`config.mk`:
```
export PLATFORM = sky130hd
export DESIGN_NAME = scp_clock_ctrl
export DESIGN_NICKNAME = d
export VERILOG_FILES = /design/src/rtl/scp_pkg.sv /design/src/rtl/scp_clock_ctrl.sv
export VERILOG_INCLUDE_DIRS = /design/src /design/src/rtl
export SDC_FILE = /design/constraint.sdc
export NUM_CORES = 1
export LEC_CHECK = 0
export ABC_AREA = 1
export BUFFER_PORTS_ARGS = -buffer_cell sky130_fd_sc_hd__buf_2
export CAP_MARGIN = 30
export CORE_MARGIN = 2
export CORE_UTILIZATION = 35
export CTS_BUF_LIST = sky130_fd_sc_hd__clkbuf_4
export CTS_CLUSTER_SIZE = 24
export DETAILED_ROUTE_END_ITERATION = 12
export PLACE_DENSITY_LB_ADDON = 0.3
export SETUP_SLACK_MARGIN = 0.1
export SYNTH_ARGS = -nofsm -noshare
export SYNTH_HDL_FRONTEND = slang
export SYNTH_SLANG_ARGS = --single-unit
```
`constraint.sdc`:
```
create_clock -name pclk -period 4.2 [get_ports pclk]
set_clock_uncertainty 0.2 [all_clocks]
set_input_delay 0.84 -clock pclk [delete_from_list [all_inputs] [get_ports pclk]]
set_output_delay 0.84 -clock pclk [all_outputs]
set_load 0.03 [all_outputs]
```
`src/rtl/scp_params.svh`:
```
// Offsets, field positions, reset values and counts of the clock prescale block
`ifndef SCP_PARAMS_SVH
`define SCP_PARAMS_SVH

// ****************************************************************
// Register indexes (byte address is four times the index)
// ****************************************************************
`define SCP_IDX_DIV_CTRL 8'h61
`define SCP_IDX_FAIL_CSR 8'h62
`define SCP_IDX_RC_TRIM 8'h66
`define SCP_IDX_TIMER_ASYNC 8'h6A

// ****************************************************************
// Field positions
// ****************************************************************
`define SCP_DIV_UNLOCK_BIT 7
`define SCP_DIV_SEL_MSB 3
`define SCP_FAIL_FLAG_BIT 1
`define SCP_FAIL_IE_BIT 0
`define SCP_TRIM_RANGE_BIT 7
`define SCP_TMR_OSC_EN_BIT 0
`define SCP_TMR_EXT_CLK_BIT 1

// ****************************************************************
// Values and counts
// ****************************************************************
`define SCP_UNLOCK_WORD 8'h80
`define SCP_SEL_RESET_NODIV 4'h0
`define SCP_SEL_RESET_DIV8 4'h3
`define SCP_SEL_MAX 4'h8
`define SCP_SRC_RC 4'h2
`define SCP_UNLOCK_CYCLES 3'h4
`define SCP_SYNC_STAGES 2

`endif

```
`src/rtl/scp_pkg.sv`:
```
// Types shared by the clock prescale block
`default_nettype none
package scp_pkg;

  // Fuse levels as delivered by the fuse array
  typedef struct packed {
    logic clock_output_fuse;
    logic divide_by_eight_fuse;
    logic fail_detect_fuse;
    logic [3:0] clk_src_fuse;
  } scp_fuse_t;

  // Controls sent to the oscillators and clock tree
  typedef struct packed {
    logic [3:0] clk_src_sel;
    logic fallback_active;
    logic lf_osc_enable;
    logic [7:0] rc_trim;
    logic timer_osc_enable;
    logic timer_osc_ext_clk;
  } scp_osc_ctrl_t;

  typedef enum logic [1:0] {
    SCP_INIT_SYNC,
    SCP_INIT_LOAD,
    SCP_RUN
  } scp_init_t;

endpackage
`default_nettype wire

```
`src/rtl/scp_clock_ctrl.sv`:
```
// System clock prescaler, RC trim, clock output and failure fallback
//
// Our own choice: the APB slave port.
`timescale 1ns/1ps
`default_nettype none
`include "scp_params.svh"

module scp_clock_ctrl #(
  parameter int ADDR_W = 12
) (
  input wire logic pclk, // System clock, 10 MHz
  input wire logic presetn, // Async reset, active low
  input wire logic psel, // APB select
  input wire logic penable, // APB enable
  input wire logic pwrite, // APB write
  input wire logic [ADDR_W-1:0] paddr, // APB byte address
  input wire logic [31:0] pwdata, // APB write data
  output logic [31:0] prdata, // APB read data
  output logic pready, // APB ready
  output logic pslverr, // APB error on unmapped address
  input wire scp_pkg::scp_fuse_t fuses, // Fuse levels
  input wire logic [7:0] factory_trim, // Factory calibration byte
  input wire logic ext_clk_fail, // Failure seen by 128kHz detector
  input wire logic io_out, // Port logic value for the shared pin
  input wire logic io_oe, // Port logic enable for the shared pin
  output logic clock_out_pin_o, // Shared pin output value
  output logic clock_out_pin_oe, // Shared pin output enable
  output logic sys_clk_en, // Divided clock enable for CPU, flash, I/O
  output var scp_pkg::scp_osc_ctrl_t osc_ctrl, // Oscillator controls
  output logic osc_fail_req // Failure request to interrupt controller
);

  // ****************************************************************
  // Input synchronisers
  // ****************************************************************
  localparam int SYNC_W = 7;
  logic [SYNC_W-1:0] sync_in;
  logic [SYNC_W-1:0] sync1_ff;
  logic [SYNC_W-1:0] sync2_ff;

  // Fuse levels and detector flag cross in from outside
  assign sync_in = {ext_clk_fail, fuses.divide_by_eight_fuse,
                    fuses.fail_detect_fuse, fuses.clk_src_fuse};

  always_ff @(posedge pclk or negedge presetn) begin
    if (!presetn) begin
      sync1_ff <= '0;
      sync2_ff <= '0;
    end else begin
      sync1_ff <= sync_in;
      sync2_ff <= sync1_ff;
    end
  end

  logic fail_s;
  logic div8_fuse_s;
  logic detect_fuse_s;
  logic [3:0] src_fuse_s;
  assign fail_s = sync2_ff[6];
  assign div8_fuse_s = sync2_ff[5];
  assign detect_fuse_s = sync2_ff[4];
  assign src_fuse_s = sync2_ff[3:0];

  // Factory trim byte, two stages like the synchronised fuse levels
  logic [7:0] ftrim1_ff;
  logic [7:0] ftrim2_ff;

  always_ff @(posedge pclk or negedge presetn) begin
    if (!presetn) begin
      ftrim1_ff <= 8'h00;
      ftrim2_ff <= 8'h00;
    end else begin
      ftrim1_ff <= factory_trim;
      ftrim2_ff <= ftrim1_ff;
    end
  end

  // ****************************************************************
  // Start-up: load fuse-derived values after the synchronisers fill
  // ****************************************************************
  scp_pkg::scp_init_t init_ff;
  logic [1:0] init_cnt_ff;
  logic load_now;
  assign load_now = (init_ff == scp_pkg::SCP_INIT_LOAD);

  always_ff @(posedge pclk or negedge presetn) begin
    if (!presetn) begin
      init_ff <= scp_pkg::SCP_INIT_SYNC;
      init_cnt_ff <= 2'h0;
    end else begin
      case (init_ff)
        scp_pkg::SCP_INIT_SYNC: begin
          init_cnt_ff <= init_cnt_ff + 2'h1;
          if (init_cnt_ff == 2'(`SCP_SYNC_STAGES - 1)) begin
            init_ff <= scp_pkg::SCP_INIT_LOAD;
          end
        end
        scp_pkg::SCP_INIT_LOAD: begin
          init_ff <= scp_pkg::SCP_RUN;
        end
        default: begin
          init_ff <= scp_pkg::SCP_RUN;
        end
      endcase
    end
  end

  // ****************************************************************
  // APB slave: one wait state, registered answer
  // ****************************************************************
  function automatic logic [3:0] decode(input logic [ADDR_W-1:0] a);
    logic [3:0] hit;
    hit = 4'h0;
    if (a == ADDR_W'({`SCP_IDX_DIV_CTRL, 2'b00})) begin
      hit = 4'h1;
    end else if (a == ADDR_W'({`SCP_IDX_FAIL_CSR, 2'b00})) begin
      hit = 4'h2;
    end else if (a == ADDR_W'({`SCP_IDX_RC_TRIM, 2'b00})) begin
      hit = 4'h4;
    end else if (a == ADDR_W'({`SCP_IDX_TIMER_ASYNC, 2'b00})) begin
      hit = 4'h8;
    end
    return hit;
  endfunction

  logic [3:0] hit;
  logic pready_ff;
  logic pslverr_ff;
  logic [31:0] prdata_ff;
  logic wr_done;
  logic [7:0] wbyte;

  assign hit = decode(paddr);
  assign wbyte = pwdata[7:0];
  assign wr_done = psel && penable && pready_ff && pwrite && !pslverr_ff;
  assign pready = pready_ff;
  assign pslverr = pslverr_ff;
  assign prdata = prdata_ff;

  // Register contents
  logic unlock_ff;
  logic [2:0] unlock_cnt_ff;
  logic [3:0] sel_ff;
  logic [7:0] trim_ff;
  logic fail_flag_ff;
  logic fail_ie_ff;
  logic fallback_ff;
  logic tosc_en_ff;
  logic tosc_ext_ff;
  logic [31:0] rd_word;

  always_comb begin
    rd_word = 32'h0000_0000;
    if (hit[0]) begin
      rd_word[`SCP_DIV_UNLOCK_BIT] = unlock_ff;
      rd_word[`SCP_DIV_SEL_MSB:0] = sel_ff;
    end else if (hit[1]) begin
      rd_word[`SCP_FAIL_FLAG_BIT] = fail_flag_ff;
      rd_word[`SCP_FAIL_IE_BIT] = fail_ie_ff;
    end else if (hit[2]) begin
      rd_word[7:0] = trim_ff;
    end else if (hit[3]) begin
      rd_word[`SCP_TMR_OSC_EN_BIT] = tosc_en_ff;
      rd_word[`SCP_TMR_EXT_CLK_BIT] = tosc_ext_ff;
    end
  end

  always_ff @(posedge pclk or negedge presetn) begin
    if (!presetn) begin
      pready_ff <= 1'b0;
      pslverr_ff <= 1'b0;
      prdata_ff <= 32'h0000_0000;
    end else if (psel && penable && !pready_ff) begin
      pready_ff <= 1'b1;
      pslverr_ff <= (hit == 4'h0);
      prdata_ff <= pwrite ? 32'h0000_0000 : rd_word;
    end else begin
      pready_ff <= 1'b0;
      pslverr_ff <= 1'b0;
      prdata_ff <= 32'h0000_0000;
    end
  end

  // ****************************************************************
  // Divider control: unlock window and select field
  // ****************************************************************
  logic unlock_wr;
  logic sel_wr;
  assign unlock_wr = wr_done && hit[0] && (wbyte == `SCP_UNLOCK_WORD);
  assign sel_wr = wr_done && hit[0] && unlock_ff &&
                  !wbyte[`SCP_DIV_UNLOCK_BIT];

  // Window counted in pclk cycles from the unlock write
  always_ff @(posedge pclk or negedge presetn) begin
    if (!presetn) begin
      unlock_ff <= 1'b0;
      unlock_cnt_ff <= 3'h0;
    end else if (unlock_ff) begin
      // Rewriting the unlock word neither restarts nor clears the window
      if (sel_wr || unlock_cnt_ff == `SCP_UNLOCK_CYCLES - 3'h1) begin
        unlock_ff <= 1'b0;
        unlock_cnt_ff <= 3'h0;
      end else begin
        unlock_cnt_ff <= unlock_cnt_ff + 3'h1;
      end
    end else if (unlock_wr) begin
      unlock_ff <= 1'b1;
      unlock_cnt_ff <= 3'h0;
    end
  end

  always_ff @(posedge pclk or negedge presetn) begin
    if (!presetn) begin
      sel_ff <= `SCP_SEL_RESET_NODIV;
    end else if (load_now) begin
      sel_ff <= div8_fuse_s ? `SCP_SEL_RESET_DIV8
                            : `SCP_SEL_RESET_NODIV;
    end else if (sel_wr) begin
      sel_ff <= wbyte[`SCP_DIV_SEL_MSB:0];
    end
  end

  // ****************************************************************
  // Prescaler: new setting taken only at a period boundary
  // ****************************************************************
  logic [3:0] act_sel_ff;
  logic [7:0] div_cnt_ff;
  logic div_sq_ff;
  logic [7:0] last_cnt;
  logic [7:0] half_cnt;
  logic period_end;
  logic [7:0] nxt_div_cnt;
  logic [3:0] nxt_act_sel;

  // Reserved codes run at the slowest rate
  function automatic logic [7:0] top_count(input logic [3:0] s);
    logic [3:0] c;
    c = (s > `SCP_SEL_MAX) ? `SCP_SEL_MAX : s;
    return 8'((9'h001 << c) - 9'h001);
  endfunction

  assign last_cnt = top_count(act_sel_ff);
  assign half_cnt = 8'(({1'b0, last_cnt} + 9'h001) >> 1);
  assign period_end = (div_cnt_ff == last_cnt);
  // New code taken only at a period end, so no short period
  assign nxt_act_sel = period_end ? sel_ff : act_sel_ff;
  assign nxt_div_cnt = period_end ? 8'h00 : div_cnt_ff + 8'h01;

  always_ff @(posedge pclk or negedge presetn) begin
    if (!presetn) begin
      act_sel_ff <= `SCP_SEL_RESET_NODIV;
      div_cnt_ff <= 8'h00;
    end else begin
      act_sel_ff <= nxt_act_sel;
      div_cnt_ff <= nxt_div_cnt;
    end
  end

  // Square wave high over the first half of each divided period
  always_ff @(posedge pclk or negedge presetn) begin
    if (!presetn) begin
      div_sq_ff <= 1'b0;
    end else if (period_end) begin
      div_sq_ff <= (sel_ff != `SCP_SEL_RESET_NODIV);
    end else begin
      div_sq_ff <= (nxt_div_cnt < half_cnt);
    end
  end

  assign sys_clk_en = period_end;

  // ****************************************************************
  // Clock output pin
  // ****************************************************************
  logic div_out;
  assign div_out = (act_sel_ff == `SCP_SEL_RESET_NODIV) ? pclk
                                                        : div_sq_ff;
  // Fuse used raw so the pin keeps running through reset
  assign clock_out_pin_o = fuses.clock_output_fuse ? div_out : io_out;
  assign clock_out_pin_oe = fuses.clock_output_fuse | io_oe;

  // ****************************************************************
  // RC trim register
  // ****************************************************************
  always_ff @(posedge pclk or negedge presetn) begin
    if (!presetn) begin
      trim_ff <= 8'h00;
    end else if (load_now) begin
      trim_ff <= ftrim2_ff;
    end else if (wr_done && hit[2]) begin
      trim_ff <= wbyte;
    end
  end

  // ****************************************************************
  // Clock failure detection and fallback
  // ****************************************************************
  // Sticky until reset, even if the detector level drops
  always_ff @(posedge pclk or negedge presetn) begin
    if (!presetn) begin
      fallback_ff <= 1'b0;
      fail_flag_ff <= 1'b0;
    end else if (detect_fuse_s && fail_s) begin
      fallback_ff <= 1'b1;
      fail_flag_ff <= 1'b1;
    end
  end

  always_ff @(posedge pclk or negedge presetn) begin
    if (!presetn) begin
      fail_ie_ff <= 1'b0;
    end else if (wr_done && hit[1] && wbyte[`SCP_FAIL_IE_BIT]) begin
      fail_ie_ff <= 1'b1;
    end
  end

  assign osc_fail_req = fail_flag_ff & fail_ie_ff;

  // ****************************************************************
  // Timer oscillator control
  // ****************************************************************
  always_ff @(posedge pclk or negedge presetn) begin
    if (!presetn) begin
      tosc_en_ff <= 1'b0;
      tosc_ext_ff <= 1'b0;
    end else if (wr_done && hit[3]) begin
      tosc_en_ff <= wbyte[`SCP_TMR_OSC_EN_BIT];
      tosc_ext_ff <= wbyte[`SCP_TMR_EXT_CLK_BIT];
    end
  end

  // Timer pins shared with the external clock input
  logic rc_is_source;
  assign rc_is_source = fallback_ff || (src_fuse_s == `SCP_SRC_RC);

  // ****************************************************************
  // Oscillator control outputs
  // ****************************************************************
  always_comb begin
    osc_ctrl.clk_src_sel = fallback_ff ? `SCP_SRC_RC : src_fuse_s;
    osc_ctrl.fallback_active = fallback_ff;
    osc_ctrl.lf_osc_enable = detect_fuse_s;
    osc_ctrl.rc_trim = trim_ff;
    osc_ctrl.timer_osc_enable = tosc_en_ff && rc_is_source;
    osc_ctrl.timer_osc_ext_clk = tosc_ext_ff && tosc_en_ff &&
                                 rc_is_source;
  end

endmodule
`default_nettype wire

```
==> flow_summary.json <==
{
  "register_area_sq_um": 1930,
  "worstSetupStartpointType": "flip-flop",
  "grtUsageTotal_pct": 14.7,
  "critPathCapture": "sys_clk_en",
  "place_area_sq_um": 4140,
  "rsz0062_at_grt": "no",
  "clk_latency_ps": 520,
  "crit_type": "flip-flop to primary output",
  "fillers": 1028,
  "drive_gt1_share_pct": 21.3,
  "syn_to_final_growth_pct": 17.0,
  "finalHoldViolations": 0,
  "num_rows": 37,
  "status": "finished clean",
  "cap_violations": 0,
  "io_pins": 121,
  "drc_errors": 0,
  "grt_first_pass_wirelength_um": 13100,
  "synth.distinct_cells": 37,
  "setup_tns_ps": 0,
  "cp.required_ps": 3160,
  "hold_ws_ps": 160,
  "initial_core_util_pct": 36.1,
  "multi_input_area_sq_um": 1460,
  "routedWlPerCell_um": 12.1,
  "grt_pass1_vias": 2850,
  "r2r_end": "div_sq_ff$_DFF_PN0_",
  "fin_area_sq_um": 4390,
  "clk_pin_slew_ps": 130,
  "slew_viol_final": 0,
  "cp_max_fo": 18,
  "cts_tree": "built",
  "place_congestion": 0.868,
  "drtAntennaViolNets": 0,
  "min_from": "sync1_ff[0]$_DFF_PN0_",
  "num_antenna_cells": 0,
  "layout.cells.non_filler": 644,
  "synthesis.area_sq_um": 3750,
  "fp.dieArea_sq_um": 11600,
  "p_per_area_nw_per_um2": 506,
  "min_period_ps": 3840,
  "setup_viol": 0,
  "r2r_start": "act_sel_ff[3]$_DFFE_PN0P_",
  "avgSynthCellArea_sq_um": 8.84,
  "worst_slew_pin_slew_ps": 807,
  "dpl.hpwl_um": 5700,
  "hold_class": "flip-flop to flip-flop",
  "fin_crit_sh_pct": 91.3,
  "post_cts_buffers": 0,
  "die_width_um": 107,
  "grt_max_degree": 78,
  "reg2reg_depth": 19,
  "die_h_um": 107,
  "grt_overflow": 0,
  "antenna_found_initial": 0,
  "max_freq_mhz": 261,
  "design.core.area_sq_um": 10400,
  "firstDrtPassIters": 5,
  "yosysWarnings": 0,
  "rrSetupSlack_ps": 1000,
  "first_iter_violations": 111,
  "io_buffers": 72,
  "avgViaCountPerCell": 4.50,
  "arrival_ps": 2800,
  "vias": 2895,
  "p_leak_nw": 2.27,
  "slew_headroom_pct": 45.7,
  "ys_seq_elements": 77,
  "final_net_count": 584,
  "fin_util_pct": 42.3,
  "cp-startpoint": "act_sel_ff[3]$_DFFE_PN0P_",
  "irDropWorstVdd_mv": 0.304,
  "dpl.cell_count": 624,
  "routed_wl_um": 7790,
  "yosysSeqAreaShare_pct": 51.4,
  "end_kind": "primary output",
  "synthCells": 424
}
[sequential cells by signal, summed over array words and instances (netlist names), 2 cells and up]
| signal | cells |
|---|---|
| ftrim1_ff | 8 |
| init_cnt_ff | 2 |
| unlock_cnt_ff | 3 |
| trim_ff | 8 |
| ftrim2_ff | 8 |
| prdata | 8 |
| sync1_ff | 7 |
| sync2_ff | 7 |
| div_cnt_ff | 8 |
| init_ff | 2 |
| sel_ff | 4 |
| act_sel_ff | 4 |
[metal layers]
| metal | share of wire (%) | wire [um] | global-route usage [%] | vias up |
|---|---|---|---|---|
| li1 | - | - | - | 1458 |
| met5 | 0 | 0 | 0 | - |
| met4 | 1.4 | 110 | 6.32 | 0 |
| met3 | 4.5 | 350 | 3.63 | 9 |
| met1 | 47 | 3630 | 19.3 | 1346 |
| met2 | 47 | 3700 | 23.2 | 82 |
[layout make-up]
type / count / area share (%)
sequential: 77 / 44.0
clock buffer: 13 / 2.17
tap: 136 / 3.88
clock inverter: 6 / 2.54
timing repair buffer: 73 / 9.02
inverter: 59 / 5.16
multi-input combinational: 280 / 33.3
[cells in the mapped netlist]
cell / instances / area [sq um]
o41ai_1: 1 / 8.76
o21ai_4: 1 / 16.3
buf_6: 2 / 22.5
nor3b_1: 1 / 7.51
o21bai_1: 1 / 7.51
a221oi_1: 2 / 17.5
inv_2: 4 / 15.0
nand3_1: 19 / 95.1
conb_1: 1 / 3.75
nor4_2: 1 / 12.5
o21ai_0: 12 / 60.1
a41oi_1: 1 / 8.76
buf_4: 27 / 203
clkinv_1: 1 / 3.75
ha_1: 13 / 163
or2_2: 3 / 18.8
o221ai_1: 1 / 8.76
xnor2_1: 3 / 26.3
nor2_4: 2 / 22.5
mux2_2: 1 / 11.3
nand2_1: 100 / 375
nor4_1: 4 / 25.0
a21boi_0: 1 / 7.51
nor3_1: 7 / 35.0
o211ai_1: 2 / 15.0
nand3_2: 2 / 20.0
nor2_1: 46 / 173
o32ai_1: 1 / 8.76
nor4_4: 1 / 21.3
dfrtp_1: 77 / 1930
a31oi_1: 9 / 56.3
inv_1: 54 / 203
a21o_1: 1 / 7.51
a21oi_1: 8 / 40.0
clkbuf_1: 2 / 7.51
xor2_1: 8 / 70.1
nand4_1: 4 / 25.0
[cell usage in the layout (no fill, tap or decap), types with 12 or more instances in the layout]
cell type,count
inv_1,54
conb_1,24
clkbuf_4,12
nor2_1,45
nand2_1,100
ha_1,12
nand3_1,19
buf_2,71
o21ai_0,12
dfrtp_1,76
[kinds of logic (layout without fill, tap and decap cells)]
kind of cell / count (synthesis) / count (layout) / synth area share (%)
xor+xnor: 11 / 11 / 2.57
mux: 1 / 1 / 0.300
compound gates: 41 / 41 / 7.01
other cells: 1 / 24 / 0.100
fa+ha+maj: 13 / 13 / 4.34
buf+inv: 90 / 151 / 12.1
simple gates: 190 / 190 / 22.2
flops: 77 / 77 / 51.4
[where the power goes]
group | total [mW] | internal (mW) | switching [mW]
clock network | 0.622 | 0.336 | 0.286
logic | 0.722 | 0.270 | 0.452
registers | 0.873 | 0.811 | 0.0616
[worst min path at each step]
stage                                   to  slack [ps]  cells past startpoint
floorplan           ftrim2_ff[0]$_DFF_PN0_         130                      0
global placement     sync2_ff[4]$_DFF_PN0_         130                      0
detailed placement   sync2_ff[0]$_DFF_PN0_         130                      0
CTS                 ftrim2_ff[2]$_DFF_PN0_         160                      0
global route        ftrim1_ff[6]$_DFF_PN0_         170                      1
finish               sync2_ff[0]$_DFF_PN0_         160                      0
[per-stage QoR]
step,worst slack (ps),total power [mW]
after CTS,192,2.23
after global placement,779,1.59
after global routing,141,2.42
after floorplan,774,1.45
final,364,2.22
after detailed placement,792,1.61
[what timing repair did]
action | in CTS | in global routing
endpoints found under the hold margin | 0 | 7
resized for setup | 0 | 6
endpoints found under the setup margin | 0 | 1
hold buffers | 0 | 1
[critical path, cell delays in order, from the launching register on]
cell and delay, ps:
dfrtp_2 500, nor2_4 210, nand2_1 180, ha_2 420, nand2_1 60, nand2_1 60, nand2_1 50, nor2_1 80
nand2_1 50, nor2_1 110, nand3_1 160, clkinv_4 160, buf_2 220
No activity file was read; power rests on OpenSTA's default activity.
